## src/verilog/dxbl_regs.svh

```systemverilog
// Register offsets, field positions, reset values and timing counts
`ifndef DXBL_REGS_SVH
`define DXBL_REGS_SVH

// ****************************************
// Register offsets
// ****************************************
`define DXBL_OFS_CMD_MATCH 8'h0E
`define DXBL_OFS_GRP_MATCH 8'h0F
`define DXBL_OFS_BUF_STATE 8'h12
`define DXBL_OFS_NEXT_CMD 8'h13

// ****************************************
// Field positions
// ****************************************
`define DXBL_F_FREE_LSB 6
`define DXBL_F_USER_LSB 4
`define DXBL_F_NEXT_LSB 2
`define DXBL_F_DATA_LSB 0
`define DXBL_F_NEW_USER_BIT 2

// ****************************************
// Reset values
// ****************************************
`define DXBL_RST_MATCH 8'h00
`define DXBL_RST_FREE 2'h2
`define DXBL_RST_USER 2'h3
`define DXBL_RST_NEXT 2'h0
`define DXBL_RST_DATA 2'h1
`define DXBL_PTR_NIL 2'h0

// ****************************************
// Timing
// ****************************************
`define DXBL_CLK_PERIOD_NS 50
`define DXBL_WD_TICK_NS 1000
`define DXBL_WD_TICK_CYC ((`DXBL_WD_TICK_NS + `DXBL_CLK_PERIOD_NS - 1) / `DXBL_CLK_PERIOD_NS)
`define DXBL_SYNC_UNIT_DEN 12
`define DXBL_SYNC_UNIT_SCALED 1000
`define DXBL_CLK_STEP_SCALED (`DXBL_CLK_PERIOD_NS * `DXBL_SYNC_UNIT_DEN)

`endif

```

## src/verilog/dxbl_pkg.sv

```systemverilog
// Types shared by the broadcast, link monitor and sync logic
package dxbl_pkg;
  localparam int DXBL_LINKS = 29;
  typedef logic [1:0] dxbl_ptr_t;
  typedef logic [7:0] dxbl_byte_t;
  typedef logic [DXBL_LINKS-1:0] dxbl_links_t;
  typedef struct packed {
    dxbl_byte_t cmd_match;
    dxbl_byte_t grp_match;
    dxbl_ptr_t buf_free;
    dxbl_ptr_t buf_user;
    dxbl_ptr_t buf_next;
    dxbl_ptr_t buf_data;
    dxbl_byte_t rdata;
    dxbl_links_t active;
    dxbl_links_t error;
    dxbl_links_t present;
    logic [4:0] wd_pre;
    logic [15:0] wd_cnt;
    logic pending;
    logic sync_hold;
    logic dx_irq;
    logic gc_irq;
    logic bc_irq;
    logic sync_pin;
    logic start;
  } dxbl_state_t;
  typedef struct packed {
    logic busy;
    logic [17:0] acc;
  } dxbl_pulse_t;
endpackage

```

## src/verilog/dxbl_sync_if.sv

```systemverilog
// Carrier between the main block and its sync pulse timer
`timescale 1ns/100ps
interface dxbl_sync_if;
  logic start;
  logic [7:0] width;
  logic busy;
  modport ctl (output start, output width, input busy);
  modport tmr (input start, input width, output busy);
endinterface

```

## src/verilog/dxbl_sync_pulse.sv

```systemverilog
// Sync pulse width timer in units of one twelfth of a microsecond
`timescale 1ns/100ps
`include "dxbl_regs.svh"
module dxbl_sync_pulse (
  input wire logic sys_clk_in,
  input wire logic reset_n_in,
  dxbl_sync_if.tmr sync_if
);
  import dxbl_pkg::*;

  dxbl_pulse_t s_q;
  dxbl_pulse_t s_d;
  logic [17:0] limit;

  // Scaled by twelve so the fractional unit stays exact
  assign limit = 18'(sync_if.width) * 18'(`DXBL_SYNC_UNIT_SCALED);

  always_comb begin
    s_d = s_q;
    if (sync_if.start && sync_if.width != 8'h00) begin
      s_d.busy = 1'b1;
      s_d.acc = 18'(`DXBL_CLK_STEP_SCALED);
    end else if (s_q.busy) begin
      if (s_q.acc >= limit) begin
        s_d.busy = 1'b0;
      end else begin
        s_d.acc = s_q.acc + 18'(`DXBL_CLK_STEP_SCALED);
      end
    end
  end

  always_ff @(posedge sys_clk_in or negedge reset_n_in) begin
    if (!reset_n_in) begin
      s_q <= '0;
    end else begin
      s_q <= s_d;
    end
  end

  assign sync_if.busy = s_q.busy;
endmodule

```

## src/verilog/dxbl_top.sv

```systemverilog
// Broadcast buffer manager, publisher link monitor and sync generator
`timescale 1ns/100ps
`include "dxbl_regs.svh"
module dxbl_top (
  input wire logic sys_clk_in,
  input wire logic reset_n_in,
  // Processor register port
  input wire dxbl_pkg::dxbl_byte_t reg_addr_in,
  input wire logic reg_wr_in,
  input wire logic reg_rd_in,
  input wire dxbl_pkg::dxbl_byte_t reg_wdata_in,
  output dxbl_pkg::dxbl_byte_t reg_rdata_out,
  // Mode bits
  input wire logic sync_enable_in,
  input wire logic spec_clear_mode_in,
  input wire logic exchange_interrupt_to_port_in,
  input wire logic sync_polarity_in,
  input wire dxbl_pkg::dxbl_byte_t sync_pulse_width_in,
  input wire logic output_data_mask_in,
  input wire logic output_data_ack_in,
  // Protocol engine events
  input wire logic cyclic_exchange_state_in,
  input wire logic [15:0] watchdog_interval_in,
  input wire logic bcast_rx_ok_in,
  input wire logic bcast_rx_err_in,
  input wire logic [4:0] bcast_link_in,
  input wire logic exchange_rx_in,
  input wire logic gc_rx_in,
  input wire dxbl_pkg::dxbl_byte_t gc_command_in,
  input wire dxbl_pkg::dxbl_byte_t gc_group_in,
  // Results
  output dxbl_pkg::dxbl_links_t link_active_out,
  output dxbl_pkg::dxbl_links_t link_error_out,
  output dxbl_pkg::dxbl_links_t data_present_out,
  output logic output_data_interrupt_out,
  output logic new_global_control_interrupt_out,
  output logic broadcast_out_interrupt_out,
  output logic sync_out
);
  import dxbl_pkg::*;

  // ****************************************
  // State
  // ****************************************
  dxbl_state_t s_q;
  dxbl_state_t s_d;
  dxbl_sync_if sync_if ();

  logic iso_mode;
  logic simple_mode;
  logic synch_hit;
  logic wd_expire;
  logic wd_tick;
  logic rd_cmd;
  logic wr_any;
  dxbl_links_t nxt_active;
  dxbl_links_t nxt_error;
  dxbl_links_t nxt_present;

  // ****************************************
  // Mode decode
  // ****************************************
  assign iso_mode = sync_enable_in && spec_clear_mode_in;
  assign simple_mode = exchange_interrupt_to_port_in && !sync_enable_in;

  // Both bytes must match; the sender keeps the layout
  assign synch_hit = gc_rx_in && (gc_command_in == s_q.cmd_match)
    && (gc_group_in == s_q.grp_match);

  assign rd_cmd = reg_rd_in && (reg_addr_in == `DXBL_OFS_NEXT_CMD);
  assign wr_any = reg_wr_in;

  // ****************************************
  // Watchdog interval
  // ****************************************
  // One prescaler wrap per microsecond of interval
  assign wd_tick = (s_q.wd_pre == 5'(`DXBL_WD_TICK_CYC - 1));
  // Interval of zero means the master left the watchdog off
  assign wd_expire = cyclic_exchange_state_in && (watchdog_interval_in != 16'h0000)
    && wd_tick
    && (s_q.wd_cnt >= watchdog_interval_in - 16'h0001);

  // ****************************************
  // Per-link status
  // ****************************************
  generate
    for (genvar i = 0; i < DXBL_LINKS; i++) begin : g_link
      logic hit;
      logic a;
      logic e;
      logic p;
      assign hit = (bcast_link_in == 5'(i));
      always_comb begin
        a = s_q.active[i];
        e = s_q.error[i];
        p = s_q.present[i];
        if (wd_expire) begin
          if (s_q.present[i]) begin
            a = 1'b1;
            e = 1'b0;
            p = 1'b0;
          end else if (s_q.error[i]) begin
            a = 1'b0;
            e = 1'b0;
            p = 1'b0;
          end else begin
            a = 1'b0;
          end
        end
        // A receipt in the expiry cycle still counts for the new period
        if (hit && bcast_rx_err_in) begin
          a = 1'b0;
          e = 1'b1;
          p = 1'b0;
        end else if (hit && bcast_rx_ok_in) begin
          e = 1'b0;
          p = 1'b1;
        end
      end
      assign nxt_active[i] = a;
      assign nxt_error[i] = e;
      assign nxt_present[i] = p;
    end
  endgenerate

  // ****************************************
  // Next state
  // ****************************************
  always_comb begin
    dxbl_ptr_t tmp;
    logic changed;
    s_d = s_q;
    tmp = `DXBL_PTR_NIL;
    changed = 1'b0;
    s_d.dx_irq = 1'b0;
    s_d.gc_irq = 1'b0;
    s_d.bc_irq = 1'b0;
    s_d.start = 1'b0;

    // ****************************************
    // Match registers
    // ****************************************
    if (wr_any && reg_addr_in == `DXBL_OFS_CMD_MATCH) begin
      s_d.cmd_match = reg_wdata_in;
    end
    if (wr_any && reg_addr_in == `DXBL_OFS_GRP_MATCH) begin
      s_d.grp_match = reg_wdata_in;
    end

    // ****************************************
    // Watchdog prescaler and interval count
    // ****************************************
    if (!cyclic_exchange_state_in || wd_expire) begin
      s_d.wd_pre = 5'h00;
      s_d.wd_cnt = 16'h0000;
    end else if (wd_tick) begin
      s_d.wd_pre = 5'h00;
      s_d.wd_cnt = s_q.wd_cnt + 16'h0001;
    end else begin
      s_d.wd_pre = s_q.wd_pre + 5'h01;
    end
    s_d.active = nxt_active;
    s_d.error = nxt_error;
    s_d.present = nxt_present;

    // ****************************************
    // Buffer rotation on good receipt; a faulty one reuses the data buffer
    // ****************************************
    if (bcast_rx_ok_in && !bcast_rx_err_in) begin
      tmp = s_d.buf_next;
      s_d.buf_next = s_d.buf_data;
      if (tmp == `DXBL_PTR_NIL) begin
        s_d.buf_data = s_d.buf_free;
        s_d.buf_free = `DXBL_PTR_NIL;
      end else begin
        s_d.buf_data = tmp;
      end
      s_d.bc_irq = 1'b1;
    end

    // ****************************************
    // Processor fetch of the next buffer
    // ****************************************
    if (rd_cmd && s_d.buf_next != `DXBL_PTR_NIL) begin
      if (s_d.buf_free == `DXBL_PTR_NIL) begin
        s_d.buf_free = s_d.buf_user;
      end
      s_d.buf_user = s_d.buf_next;
      s_d.buf_next = `DXBL_PTR_NIL;
      changed = 1'b1;
    end

    // ****************************************
    // Read data, registered one cycle after the strobe
    // ****************************************
    if (reg_rd_in) begin
      case (reg_addr_in)
        `DXBL_OFS_CMD_MATCH: begin
          s_d.rdata = s_q.cmd_match;
        end
        `DXBL_OFS_GRP_MATCH: begin
          s_d.rdata = s_q.grp_match;
        end
        `DXBL_OFS_BUF_STATE: begin
          s_d.rdata = {s_q.buf_free, s_q.buf_user,
            s_q.buf_next, s_q.buf_data};
        end
        `DXBL_OFS_NEXT_CMD: begin
          s_d.rdata = {5'h00, changed, s_d.buf_user};
        end
        // Unmapped offsets read as zero
        default: begin
          s_d.rdata = 8'h00;
        end
      endcase
    end

    // ****************************************
    // Every global control reaches the control interrupt
    // ****************************************
    if (gc_rx_in) begin
      s_d.gc_irq = 1'b1;
    end

    // ****************************************
    // Exchange telegram and SYNCH handling
    // ****************************************
    if (simple_mode) begin
      if (synch_hit) begin
        if (s_q.pending || exchange_rx_in) begin
          s_d.dx_irq = 1'b1;
          if (!output_data_mask_in) begin
            s_d.sync_hold = 1'b1;
          end
        end
        s_d.pending = 1'b0;
      end else if (exchange_rx_in) begin
        s_d.pending = 1'b1;
      end
    end else begin
      s_d.pending = 1'b0;
      if (exchange_rx_in) begin
        s_d.dx_irq = 1'b1;
      end
      if (iso_mode && synch_hit) begin
        s_d.start = 1'b1;
      end
    end

    // ****************************************
    // Held indication drops on acknowledge; a new set wins
    // ****************************************
    if (output_data_ack_in && !(s_d.sync_hold && !s_q.sync_hold)) begin
      s_d.sync_hold = 1'b0;
    end
    if (!simple_mode || output_data_mask_in) begin
      s_d.sync_hold = 1'b0;
    end

    // ****************************************
    // Output pin level
    // ****************************************
    if (simple_mode) begin
      s_d.sync_pin = s_d.sync_hold ~^ sync_polarity_in;
    end else begin
      // Timer reports busy a cycle after start; a zero width shows start alone
      s_d.sync_pin = (iso_mode && (sync_if.busy || s_q.start))
        ~^ sync_polarity_in;
    end
  end

  // ****************************************
  // Registers
  // ****************************************
  always_ff @(posedge sys_clk_in or negedge reset_n_in) begin
    if (!reset_n_in) begin
      s_q <= '0;
      // Three buffers: one free, one with the user, one taking data
      s_q.cmd_match <= `DXBL_RST_MATCH;
      s_q.grp_match <= `DXBL_RST_MATCH;
      s_q.buf_free <= `DXBL_RST_FREE;
      s_q.buf_user <= `DXBL_RST_USER;
      s_q.buf_next <= `DXBL_RST_NEXT;
      s_q.buf_data <= `DXBL_RST_DATA;
    end else begin
      s_q <= s_d;
    end
  end

  // ****************************************
  // Pulse timer
  // ****************************************
  assign sync_if.start = s_q.start;
  // Width is taken live, so a change mid-pulse stretches or cuts it
  assign sync_if.width = sync_pulse_width_in;

  dxbl_sync_pulse u_pulse (
    .sys_clk_in(sys_clk_in),
    .reset_n_in(reset_n_in),
    .sync_if(sync_if.tmr)
  );

  // ****************************************
  // Outputs
  // ****************************************
  // Every output leaves straight from the state register
  assign reg_rdata_out = s_q.rdata;
  assign link_active_out = s_q.active;
  assign link_error_out = s_q.error;
  assign data_present_out = s_q.present;
  assign output_data_interrupt_out = s_q.dx_irq;
  assign new_global_control_interrupt_out = s_q.gc_irq;
  assign broadcast_out_interrupt_out = s_q.bc_irq;
  assign sync_out = s_q.sync_pin;
endmodule

```

## config.mk

```make
export PLATFORM = sky130hd
export DESIGN_NAME = dxbl_top
export DESIGN_NICKNAME = d
export VERILOG_FILES = /design/src/verilog/dxbl_pkg.sv /design/src/verilog/dxbl_sync_if.sv /design/src/verilog/dxbl_sync_pulse.sv /design/src/verilog/dxbl_top.sv
export VERILOG_INCLUDE_DIRS = /design/src /design/src/verilog
export SDC_FILE = /design/constraint.sdc
export NUM_CORES = 1
export LEC_CHECK = 0
export BUFFER_PORTS_ARGS = -buffer_cell sky130_fd_sc_hd__buf_2
export CORE_ASPECT_RATIO = 1.25
export CORE_MARGIN = 2
export CORE_UTILIZATION = 52
export CTS_CLUSTER_DIAMETER = 50
export CTS_CLUSTER_SIZE = 20
export DETAILED_ROUTE_END_ITERATION = 12
export HOLD_SLACK_MARGIN = 0.15
export PLACE_DENSITY = 0.77
export SETUP_SLACK_MARGIN = 0.05
export SLEW_MARGIN = 20
export SYNTH_ARGS = -nofsm -noshare
export SYNTH_HDL_FRONTEND = slang
export SYNTH_SLANG_ARGS = --single-unit
```

## constraint.sdc

```tcl
create_clock -name sys_clk_in -period 2.4 [get_ports sys_clk_in]
set_clock_uncertainty 0.15 [all_clocks]
set_input_delay 0.48 -clock sys_clk_in [delete_from_list [all_inputs] [get_ports sys_clk_in]]
set_output_delay 0.48 -clock sys_clk_in [all_outputs]
set_load 0.005 [all_outputs]
```

==> results of run 1 <==
## logic make-up after synthesis
group / synth area share (%)
AND/OR/NAND/NOR: 16.9
flip-flops: 38.9
AO/OA/AOI/OAI: 11.1
adder cells (fa/ha/maj): 13.2
buffers and inverters: 10.4
multiplexers: 4.86
XOR/XNOR: 4.75
## report_power, final
part	total, mW	internal, mW	switching [mW]
clock	2.85	1.63	1.22
combinational	5.09	2.48	2.60
sequential	3.42	3.14	0.285
total	11.4	7.25	4.11
## cell usage after synthesis, types with 8 or more instances
cell type  number  area share (%)
o22ai_1         8            0.48
o31ai_1        11            0.79
or4_1          10            0.71
buf_4          95             6.8
a21oi_1        30             1.4
a21o_1          8            0.57
nor2_1         49             1.7
or3_1          10            0.60
clkbuf_1       21            0.75
fa_1           21             4.0
ha_1           77             9.2
nor3_1         29             1.4
dfrtp_1       159              38
xor2_1         26             2.2
nand4_1         8            0.48
nand3_1        24             1.1
mux2i_1        33             3.1
mux2_2         16             1.7
xnor2_1        31             2.6
o21ai_0        82             3.9
a222oi_1        8            0.76
nand2_1       189             6.7
inv_1          55             2.0
## layer usage
| metal | vias to the layer above | share of wire, % |
|---|---|---|
| li1 | 4250 | - |
| met1 | 4505 | 39 |
| met2 | 282 | 51 |
| met3 | 86 | 5.6 |
| met4 | 0 | 4.0 |
| met5 | - | 0 |
## per-stage QoR
step	cells	hold slack, ns
after floorplan	1114	0.0344
after global placement	1540	0.292
after detailed placement	1540	0.293
after CTS	1629	0.159
after global routing	1636	0.162
final	1638	0.174
## area by class of cell
type / instances / area [um2]
Sequential cell: 163 / 4080
Tap cell: 270 / 338
Clock buffer: 19 / 453
Fill cell: 1394 / 5880
Multi-Input combinational cell: 772 / 6130
Antenna cell: 3 / 7.51
Clock inverter: 13 / 164
Timing Repair Buffer: 342 / 2690
Inverter: 56 / 210
## flip-flops by register name, indices dropped and copies added (netlist names), 8 cells and up
register and cells:
reg_rdata_out 8, data_present_out 29, u_pulse.s_q 15, link_active_out 29
link_error_out 29, s_q 47
## worst paths after layout
path	cells after the start	startpoint	endpoint
worst max register to register	7	u_pulse.s_q[5]	u_pulse.s_q[6]
max in group asynchronous	3	reset_n_in	s_q[127]
worst min register to register	1	s_q[23]	s_q[23]
worst min-delay path	2	reg_wdata_in[0]	s_q[131]
worst max-delay path	24	sync_pulse_width_in[0]	u_pulse.s_q[17]
min in group asynchronous	2	reset_n_in	link_active_out[16]
## critical path, stage by stage
cell,delay [ns]
buf_8,0.10
fa_1,0.56
xor2_1,0.18
ha_1,0.27
fa_1,0.49
inv_1,0.06
fa_1,0.49
inv_2,0.05
ha_4,0.29
o21ai_4,0.06
nor2_4,0.12
nor4_4,0.05
o2111a_1,0.28
xor2_1,0.15
ha_1,0.30
o21a_1,0.15
buf_4,0.14
o211ai_1,0.15
o22a_2,0.22
buf_6,0.12
o31ai_4,0.10
buf_6,0.18
o31ai_2,0.25
a21oi_1,0.12
## timing repair
action | in CTS | in global routing
buffers inserted | 30 | 17
setup endpoints to repair | 121 | 121
hold buffers | 6 | 0
pin swaps | 30 | 29
gates cloned | 21 | 0
hold endpoints to repair | 47 | 0
resized for setup | 143 | 51
==> impl_summary.md, run 1 <==
Logic synthesis
After synthesis the netlist holds a flip-flop and latch count of 163. The most used flip-flop cell after synthesis is dfrtp_1. The number of library cell types mapped by synthesis is 62. The part of the Yosys area used for sequential elements is 38.9%. The total of warnings raised by yosys is 0.

The post-synthesis net count is 1288. Yosys mapped a number of flops with a built-in enable equal to 0. Synthesis produced 1114 cells. The mapped netlist covers 0.0105 mm2. For this run, asynchronously set or reset flops after synthesis account for 100%.

After synthesis, the mean cell area works out to 9.44 um2.

Global routing
The first global-routing pass estimated 47800 um of wire. Global routing consumed, over all layers together, 27.9% of the routing resources. Entering global routing, the biggest net connects 47 pins. Global routing finished with a remaining overflow of 0. The number of antenna violations at the first check in global routing is 3. Global routing used 49.9% of the available met2 tracks. The global routing stage identified its most utilized layer as met2. The global-route track usage on met3 is 5.57%. The met1 global-route usage is 32.5%.

The number of global-route vias before repair was 9489.

Pwr
For this design the static power due to leakage is 6.65 nW. The maximum VDD drop is 515 uV. The sum of internal, switching and leakage power is 11.4 mW. The power per cell area is 807 mW/mm2.

Place
The global placer's final weighted congestion is 0.843. The placed wire-length estimate is 19500 um. Timing analysis after detailed placement gives a worst setup slack of -3.40 ns. Port buffering added 174 buffers. In this run the cell area measured after placement is 0.0119 mm2.

Clock tree
The clock tree synthesis step divided the H-tree into 4 levels. The TritonCTS clock tree is yes. In this run the clock root is driven by a clkbuf_16. Clock tree synthesis found a total of 163 sinks. The latest clock arrival within the worst-skew pair is 0.43 ns.

The total clock buffers created by CTS is 17. The clock passes through at most 2 buffers. The clock transition at the registers of the reported paths is 0.07 ns.

Run status
The run finished, with violations left. The final reports fail on negative setup slack.

Floorplanning
The initial cell density of the core is 52.7%. The floorplan step defined a core boundary enclosing 0.0200 mm2. The y dimension of the die is 163 um. The floorplan has 58 rows. The die area is 0.0214 mm2.

The horizontal extent of the die is 131 um. 175 I/O pins were placed.

Setup path
The type of the setup path with the least slack is in -> reg. For the worst setup path, the data arrival time is 5.37 ns. Setup slack on the worst reg-to-reg path comes out at -0.21 ns. STA classifies the critical path startpoint as an input port. The critical path data required time is 2.55 ns. Along the worst path, the maximum fanout reaches 6.

The worst setup path is captured at a register.

Timing
The final-report max-slew violation count came to 0. Once routing completed, OpenROAD measured the worst setup slack at -2.81 ns. The final-report hold violation count came to 0. The actual transition at the worst max-transition pin is 1.06 ns. Setup repair after global routing could not meet its margin everywhere. The worst pin sits at a relative slew slack of 28.9%. Dividing the final minimum period by the clock period gives 217%.

Subtracting the final worst setup slack from the clock period gives 5.21 ns. Setup violations remaining at the end of the flow were counted as 120. The top achievable clock speed is 0.192 GHz. The aggregate negative setup slack is -153.28 ns.

Routing
The via count of the routed design is 9123. The number of design-rule violations left by the first detailed-router iteration is 532. The routed via count divided by cell count is 5.57. The count of nets left with antenna violations once routing finished came out at 0. For this block, the routed nets add up to 29600 um of wire. The number of search-and-repair iterations in the first detailed-routing pass is 5.

Dividing the detail-routed wire length by the instance count gives 18.1 um. In the routed design, unresolved DRC markers number 0.

Finish
In the final layout, the share of cells above drive strength 1 is 38.8%. The final core utilization is 70.5%. The most common cell after layout, fill and taps aside is nand2_1. From synthesis to final layout, the design area changed by 33.9%. The post-layout instance area is 0.0141 mm2.

In the final design database the tool counted 1526 nets. Leaving out fill and tap cells, the most frequent cells in the layout are nand2_1, buf_2, dfrtp_1, buf_4, ha_1.

Flow run
The max-cap check violation count is 0.

Worst hold path
The tightest min-delay check is of the in -> reg type.
(Power assumes the default switching activity.)
==> run 2, diff against run 1 <==
--- a/config.mk
+++ b/config.mk
@@ -8,5 +8,5 @@
 export LEC_CHECK = 0
 export BUFFER_PORTS_ARGS = -buffer_cell sky130_fd_sc_hd__buf_2
-export CORE_ASPECT_RATIO = 1.25
+export CORE_ASPECT_RATIO = 0.8
 export CORE_MARGIN = 2
 export CORE_UTILIZATION = 52
@@ -16,4 +16,5 @@
 export HOLD_SLACK_MARGIN = 0.15
 export PLACE_DENSITY = 0.77
+export REMOVE_ABC_BUFFERS = 1
 export SETUP_SLACK_MARGIN = 0.05
 export SLEW_MARGIN = 20
==> constraint.sdc (replaced) <==
create_clock -name sys_clk_in -period 2.4 [get_ports sys_clk_in]
set_clock_uncertainty 0.15 [all_clocks]
set_input_delay 0.12 -clock sys_clk_in [delete_from_list [all_inputs] [get_ports sys_clk_in]]
set_output_delay 0.12 -clock sys_clk_in [all_outputs]
set_load 0.005 [all_outputs]
==> run 2 against run 1 <==
Net effect: the run still ends with negative setup slack left; sequential share of layout area is 0.45 points lower; die area is essentially flat; cell count increased by 1.2%; sequential cell count did not move; global-route usage about the same; critical path type unchanged.
==> impl_summary.md, run 2 (synthesis gave the netlist of run 1 again) <==
Pwr
The static leakage is 6.73 nW (+1.3%). The share of total power consumed by net switching is 36.8% (+0.63 points). The internal power consumption came to 7.01 mW (-3.4%). The power share of the clock group is 24.0% (-1.1 points).

The share of power burned in registers is 31.1% (+1.0 points). The power per cell area is 774 mW/mm2 (-4.0%). The maximum VDD drop came to 591 uV (+15%).

The switching power is 4.08 mW (-0.71%). The combinational power share is 44.9% (about the same). The sum of internal, switching and leakage power came to 11.1 mW (-2.4%).

Global routing
The overall routing resource usage came to 27.9% (about the same). The number of antenna violations at the first check in global routing was 0 (-3). The number of global-route vias before repair was 9550 (+0.64%). The global-route wire length before repair is 48100 um (+0.74%).

The overall overflow remaining after global route is 0 (unchanged). The largest net degree at the start of global routing is 55 (+17%).

Timing
The final critical-path required period is 5.08 ns (-0.134 ns). Setup repair after global routing could not meet its margin everywhere. The top achievable clock speed is 0.197 GHz (+2.6%).

The setup slack after layout is -2.68 ns (+0.134 ns). The setup-violating endpoint count in the final report came to 120 (unchanged). The final-report max-slew violation count came to 0 (unchanged). The final-report hold violation count is 0 (unchanged). The worst slew margin relative to its limit is 19.2% (-9.7 points). The aggregate negative setup slack is -117.32 ns (+35.96 ns). The fraction of the cycle the final worst path needs is 212% (-5.6 points). The worst hold slack is 0.165 ns (-0.00935 ns).

The actual transition at the worst max-transition pin was 1.20 ns (+0.144 ns).

Finish
The fraction of layout cells with a size suffix above 1 is 37.4% (-1.4 points). The most common cell after layout, fill and taps aside is nand2_1. Leaving out fill and tap cells, the most frequent cells in the layout are nand2_1, buf_2, dfrtp_1, buf_4, ha_1.

More flip-flops sit in one register than any other, and that register is s_q. Compared with the post-synthesis result, the final layout area differs by 36.2%. The non-filler instance count after layout is 1658 (+1.2%). The final core utilization is 72.3% (+1.7 points).

The net count reported at finish is 1555 (+1.9%). The post-layout instance area is 0.0143 mm2 (+1.7%). The filler cell count is 1334 (-4.3%). The number of flip-flops under the largest register name was 47 (unchanged).

The number of antenna diodes is 0 (-3).

Routing
The number of nets with antenna violations after routing was 0 (unchanged). The via count of the routed design is 9416 (+3.2%). The overall routed net length is 30800 um (+3.8%). The number of design rule violations left after detail routing is 0 (unchanged).

The number of design-rule violations left by the first detailed-router iteration is 661 (+24%). The routed wire length per instance came to 18.6 um (+2.6%). The number of search-and-repair iterations in the first detailed-routing pass is 7 (+2). The routed via count divided by cell count is 5.68 (+2.0%).

Place
The placed wire-length estimate is 18900 um (-2.7%). The global placer's final weighted congestion is 0.868 (+3.0%). The placed cell count was 1533 (-0.45%). The quantity of I/O buffers inserted on ports was 174 (unchanged). The placement-stage cell area is 0.0117 mm2 (-0.85%). The worst-case setup slack after placement is -3.33 ns (+0.0740 ns).

Flow run
The max-cap check violation count came to 0 (unchanged).

Setup path
The most common cell type on the critical path is fa_1. The largest fanout on the critical path was 6 (unchanged). The sort of element at the end of the critical path is a register. The critical path data required time is 2.56 ns (about the same).

Traced cell by cell, the critical path runs through buf_8 -> fa_1 -> xor2_1 -> ha_1 -> fa_1 -> inv_1 -> fa_1 -> inv_2 -> ha_4 -> o21ai_2 -> nor2_4 -> nor4_4 -> o2111a_1 -> xor2_1 -> ha_1 -> o21a_1 -> o2111ai_2 -> buf_4 -> o31ai_4 -> buf_4 -> nor2_1 -> a311o_1. The worst setup path is of the in -> reg kind. The arrival time at the worst endpoint was 5.24 ns (-0.13 ns). The biggest cell delay along the critical path was 0.58 ns (+0.02 ns).

The sort of element at the start of the critical path is an input port. The largest individual stage delay along the critical path comes from the cell fa_1.

Floorplanning
The initial cell density of the core came to 53.1% (+0.42 points). The die area is 0.0214 mm2 (about the same). The placeable core region is 0.0198 mm2 (-0.79%). The horizontal extent of the die was 163 um (+24%).

The y dimension of the die is 131 um (-20%). The floorplan row count came to 46 (-21%). The number of ports placed on the die boundary is 175 (unchanged).

Clock tree
The latest clock arrival within the worst-skew pair is 0.43 ns (about the same). The count of clock tree sinks is 163 (unchanged). The maximum number of buffers from clock root to sink came to 2 (unchanged). The number of H-tree levels is 4 (unchanged). The TritonCTS clock tree is yes.

The clock transition at the registers of the reported paths came to 0.07 ns (about the same). The tree is rooted in a clkbuf_16. The total clock buffers created by CTS is 17 (unchanged).

Run status
The flow ran to the end, but the final reports show violations. The checks that failed: negative setup slack.

Worst hold path
The tightest min-delay check is of the in -> reg type.
==> run 2: cell count changes in the layout (fill, tap and decap cells not counted), sizes merged, moves of 3 or more <==
cell | previous run | this run
diode | 3 | 0
dlygate4sd3 | 6 | 50
clkinv | 5 | 8
buf | 336 | 323
==> run 2: critical path: cells and delay by family <==
family | cells | cell delay [ns]
AO/OA/AOI/OAI | 6 | 1.45
XOR/XNOR | 2 | 0.34
buffers and inverters | 5 | 0.61
AND/OR/NAND/NOR | 3 | 0.26
adder cells (fa/ha/maj) | 6 | 2.44
==> run 2: power by group through the flow <==
stage / logic, mW / registers, mW / clock network [mW]
after floorplan: 2.16 / 3.45 / 0
after global placement: 3.64 / 3.45 / 0
after detailed placement: 3.78 / 3.45 / 0
after CTS: 4.40 / 3.41 / 2.68
after global routing: 5.42 / 3.47 / 2.81
final: 4.98 / 3.45 / 2.66
==> run 2: per-layer routing <==
metal	up-vias	track usage (%)	share of wire, %
met3	83	7.04	7.5
met1	4601	35.9	40
met5	-	0	0
met2	430	46.3	50
li1	4302	-	-
met4	0	9.00	2.7
==> run 2: what timing repair did <==
item,CTS,global route
setup endpoints to repair,121,125
gates resized for setup,190,104
endpoints found under the hold margin,245,0
hold buffers,51,0
setup buffers,24,23
pin swaps,107,37
cloned,13,0
==> run 2: final cells by class <==
type | instances | area, um2 | share of cell area (%)
flip-flops and latches | 163 | 4090 | 28.6
repair buffers | 373 | 2950 | 20.6
clock buffers | 19 | 453 | 3.16
inverters | 56 | 210 | 1.47
clock inverters | 13 | 120 | 0.839
multi-input cells | 770 | 6160 | 43.0
well taps | 264 | 330 | 2.31
==> run 2: final timing paths <==
check                      depth (start not counted)                   start  slack [ns]                   endpoint
max in group asynchronous                          4              reset_n_in        0.75         link_error_out[21]
setup reg to reg                                  12                 s_q[16]       -0.20         link_active_out[6]
min in group asynchronous                          3              reset_n_in        0.60  output_data_interrupt_out
setup / recovery                                  22  sync_pulse_width_in[1]       -2.68             u_pulse.s_q[8]
hold reg to reg                                    1                 s_q[23]        0.31                    s_q[23]
hold / removal                                     5          reg_addr_in[6]        0.16           reg_rdata_out[1]
==> run 3, diff against run 2 <==
--- a/config.mk
+++ b/config.mk
@@ -21,3 +21,4 @@
 export SYNTH_ARGS = -nofsm -noshare
 export SYNTH_HDL_FRONTEND = slang
+export SYNTH_HIERARCHICAL = 1
 export SYNTH_SLANG_ARGS = --single-unit
==> constraint.sdc (replaced) <==
create_clock -name sys_clk_in -period 2.4 [get_ports sys_clk_in]
set_clock_uncertainty 0.15 [all_clocks]
set_input_delay 0.24 -clock sys_clk_in [delete_from_list [all_inputs] [get_ports sys_clk_in]]
set_output_delay 0.24 -clock sys_clk_in [all_outputs]
set_load 0.005 [all_outputs]
==> run 3 against run 2 <==
Net effect: total power down 5.2%; cell count grew 0.54%; critical endpoint is now u_pulse/s_q[15]; clock power is 3% higher; global-route usage increased by 0.25 points; clock-buffer cell count is 4 higher; hold slack better by 0.011 ns; the run still ends with negative setup slack left.
==> impl_summary.md, run 3 <==
Clock tree
The count of clock tree sinks is 163 (unchanged). The total clock buffers created by CTS is 17 (unchanged). The latest clock arrival within the worst-skew pair is 0.43 ns (about the same). The number of H-tree levels came to 4 (unchanged). The clock transition at the registers of the reported paths is 0.06 ns (about the same). TritonCTS built the clock tree.

The root cell of the clock tree is clkbuf_16. The maximum number of buffers from clock root to sink is 2 (unchanged).

Setup path
The arrival time at the worst endpoint is 5.11 ns (-0.13 ns). The sort of element at the start of the critical path is an input port. The sort of element at the end of the critical path is a register.

The largest fanout on the critical path is 7 (+1). The critical path data required time came to 2.56 ns (about the same). The critical path in this run is classified as in -> reg.

Floorplanning
The placeable core region is 0.0200 mm2 (+1.2%). The floorplan row count was 46 (unchanged). The horizontal extent of the die is 165 um (+1.0%). The initial cell density of the core is 53.6% (+0.49 points). The die area was 0.0218 mm2 (+2.0%). The number of ports placed on the die boundary was 175 (unchanged). The y dimension of the die was 132 um (+1.0%).

Finish
The number of flip-flops under the largest register name came to 47 (unchanged). The most common cell after layout, fill and taps aside is nand2_1. The non-filler instance count after layout is 1667 (+0.54%). Compared with the post-synthesis result, the final layout area differs by 31.4%.

The fraction of layout cells with a size suffix above 1 came to 36.6% (-0.74 points). The filler cell count came to 1420 (+6.4%). More flip-flops sit in one register than any other, and that register is s_q. The number of antenna diodes is 0 (unchanged). Leaving out fill and tap cells, the most frequent cells in the layout are nand2_1, buf_2, dfrtp_1, buf_4, ha_1. The net count reported at finish is 1565 (+0.64%).

Logic synthesis
The post-synthesis sequential element count is 163 (unchanged). The total of warnings raised by yosys is 6 (+6). The most used flip-flop cell after synthesis is dfrtp_1. The share of synthesized flip-flops with an asynchronous set or reset came to 100% (unchanged).

The area fraction in compound gates after synthesis is 9.71% (-1.4 points). The post-synthesis share of cell area spent on and, or, nand and nor gates came to 19.0% (+2.1 points). The xor/xnor share of the synthesized area is 4.98% (+0.23 points). The main combinational cell family by area after synthesis is simple AND/OR/NAND/NOR gates. By area the synthesized netlist is led by dfrtp_1, ha_1, nand2_1. The count of flip-flops with a built-in enable after synthesis is 0 (unchanged). By count the netlist is led by nand2_1, dfrtp_1, buf_4.

The mean cell area of the mapped netlist is 9.46 um2 (+0.29%). The area share of the largest cell type after synthesis is 37.1% (-0.78 points). The adder-cell share of the synthesized area was 12.9% (-0.27 points). The part of the Yosys area used for sequential elements came to 38.1% (-0.80 points).

The cell area after synthesis is 0.0107 mm2 (+2.1%). The multiplexer area fraction after synthesis is 4.94% (+0.087 points). The gate count of the mapped netlist was 1134 (+1.8%). The number of library cell types mapped by synthesis is 68 (+9.7%). The biggest area contributor in the post-synthesis netlist is dfrtp_1. The most numerous cell in the Yosys netlist is nand2_1.

Place
The placed wire-length estimate came to 19700 um (+3.9%). The quantity of I/O buffers inserted on ports is 174 (unchanged). The global placer's final weighted congestion was 0.869 (about the same).

The placed cell count is 1561 (+1.8%).

Pwr
The internal power consumption came to 6.80 mW (-2.9%). The power per cell area is 746 mW/mm2 (-3.7%). The switching power is 3.71 mW (-9.1%). The share of total power consumed by net switching is 35.3% (-1.5 points).

The power share of the clock group is 26.1% (+2.1 points). The maximum VDD drop is 559 uV (-5.3%). The static leakage was 6.74 nW (+0.19%). The combinational power share is 41.3% (-3.6 points). The share of power burned in registers is 32.6% (+1.5 points).

Timing
The fraction of the cycle the final worst path needs was 206% (-5.7 points). The final-report hold violation count is 0 (unchanged). The top achievable clock speed came to 0.202 GHz (+2.8%). The final-report max-slew violation count was 0 (unchanged). The worst slew margin relative to its limit came to 58.2% (+39 points). The final critical-path required period is 4.94 ns (-0.136 ns). The actual transition at the worst max-transition pin is 0.627 ns (-0.577 ns). The worst hold slack is 0.176 ns (+0.0110 ns).

Setup repair after global routing could not meet its margin everywhere. The setup-violating endpoint count in the final report is 121 (+0.83%). The setup slack after layout came to -2.54 ns (+0.136 ns).

Routing
The routed wire length per instance was 18.1 um (-2.5%). The overall routed net length is 30200 um (-2.0%). The number of search-and-repair iterations in the first detailed-routing pass is 5 (-2). The number of nets with antenna violations after routing is 0 (unchanged).

The number of design rule violations left after detail routing is 0 (unchanged). The via count of the routed design is 9274 (-1.5%). The number of design-rule violations left by the first detailed-router iteration is 562 (-15%).

The routed via count divided by cell count is 5.56 (-2.0%).

Worst hold path
The path type of the worst min-delay path is in -> reg.

Global routing
The number of global-route vias before repair is 9639 (+0.93%). The global-route wire length before repair is 48900 um (+1.6%). The number of antenna violations at the first check in global routing was 0 (unchanged). The overall overflow remaining after global route was 0 (unchanged). The largest net degree at the start of global routing was 59 (+7.3%). The overall routing resource usage is 28.2% (+0.25 points).

Run status
The run finished, with violations left. The checks that failed: negative setup slack.

Flow run
The max-cap check violation count is 0 (unchanged).
run 3: changes by cell type after synthesis, sizes merged, moves of 6 or more:
cell / delta
nand3: +22
nand2: +20
nand4: +7
nor2: -13
o21ai: -6
clkbuf: +6
o22ai: -8
nor3b: +18
o31ai: -9
nor3: -20
a21o: -6
or3: -6
run 3: logic make-up (layout without fill, tap and decap cells):
kind of cell             Yosys count  after routing
adder cells (fa/ha/maj)           98             98
multiplexers                      51             51
flip-flops                       163            163
XOR/XNOR                          61             61
AND/OR/NAND/NOR                  405            405
buffers and inverters            189            458
AO/OA/AOI/OAI                    167            167
run 3: path summary, 6_finish.rpt:
path / start / to / slack, ns / cells after the start
max: sync_pulse_width_in[3] / u_pulse/s_q[15] / -2.54 / 22
min: reg_addr_in[3] / s_q[127] / 0.18 / 5
max reg2reg: s_q[7] / s_q[11] / -0.32 / 13
min reg2reg: s_q[23] / s_q[23] / 0.31 / 1
max in group asynchronous: reset_n_in / s_q[127] / 1.17 / 3
min in group asynchronous: reset_n_in / data_present_out[10] / 0.21 / 2
run 3: repair_timing:
action | CTS | global route
endpoints found under the hold margin | 217 | 0
setup buffers | 26 | 19
pin swaps | 91 | 34
resized for setup | 178 | 51
gates cloned | 11 | 0
hold buffers | 30 | 0
setup endpoints to repair | 121 | 122
run 3: through the flow:
stage / power (mW) / util [%] / area [um2] / setup WS (ns) / TNS (ns)
2_1_floorplan: 5.63 / - / 9830 / -4.38 / -490.42
3_3_place_gp: 7.02 / 60.2 / 12100 / -3.08 / -135.66
3_5_place_dp: 7.21 / 60.2 / 12100 / -3.27 / -145.41
4_1_cts: 10.3 / 69.8 / 14000 / -2.51 / -95.36
5_1_grt: 11.2 / 70.4 / 14100 / -2.70 / -128.11
6_report: 10.5 / 70.4 / 14100 / -2.54 / -111.18
run 3: area by class of cell:
cell class / count / area, um2 / share of cell area (%)
multi-input combinational: 782 / 5960 / 42.3
sequential: 163 / 4080 / 29.0
timing repair buffer: 371 / 2940 / 20.8
clock buffer: 23 / 478 / 3.39
tap: 264 / 330 / 2.34
inverter: 56 / 210 / 1.49
clock inverter: 8 / 101 / 0.719
run 3: power groups by stage:
| stage | logic (mW) | clock network, mW | registers, mW |
|---|---|---|---|
| floorplan | 2.20 | 0 | 3.44 |
| global route | 4.80 | 2.89 | 3.46 |
| global placement | 3.58 | 0 | 3.44 |
| detailed placement | 3.77 | 0 | 3.44 |
| finish | 4.34 | 2.74 | 3.43 |
| CTS | 4.16 | 2.74 | 3.41 |
run 3: routing by layer:
layer / GRT usage, % / vias up / share of wire (%)
li1: - / 4311 / -
met1: 36.6 / 4544 / 42
met2: 45.2 / 340 / 47
met3: 6.93 / 79 / 7.4
met4: 11.8 / 0 / 3.7
met5: 0 / - / 0
run 3: worst max-delay path, cell delays in order:
cell	delay [ns]
buf_8	0.10
fa_1	0.54
inv_2	0.04
fa_1	0.53
fa_1	0.44
fa_1	0.49
inv_1	0.04
ha_2	0.16
or3_4	0.39
a21oi_4	0.17
o21ai_1	0.11
a21oi_2	0.15
xnor2_1	0.09
ha_1	0.35
nand4_1	0.17
buf_4	0.18
o211ai_4	0.24
buf_12	0.16
buf_4	0.10
buf_6	0.09
nor2_2	0.03
o221a_2	0.28
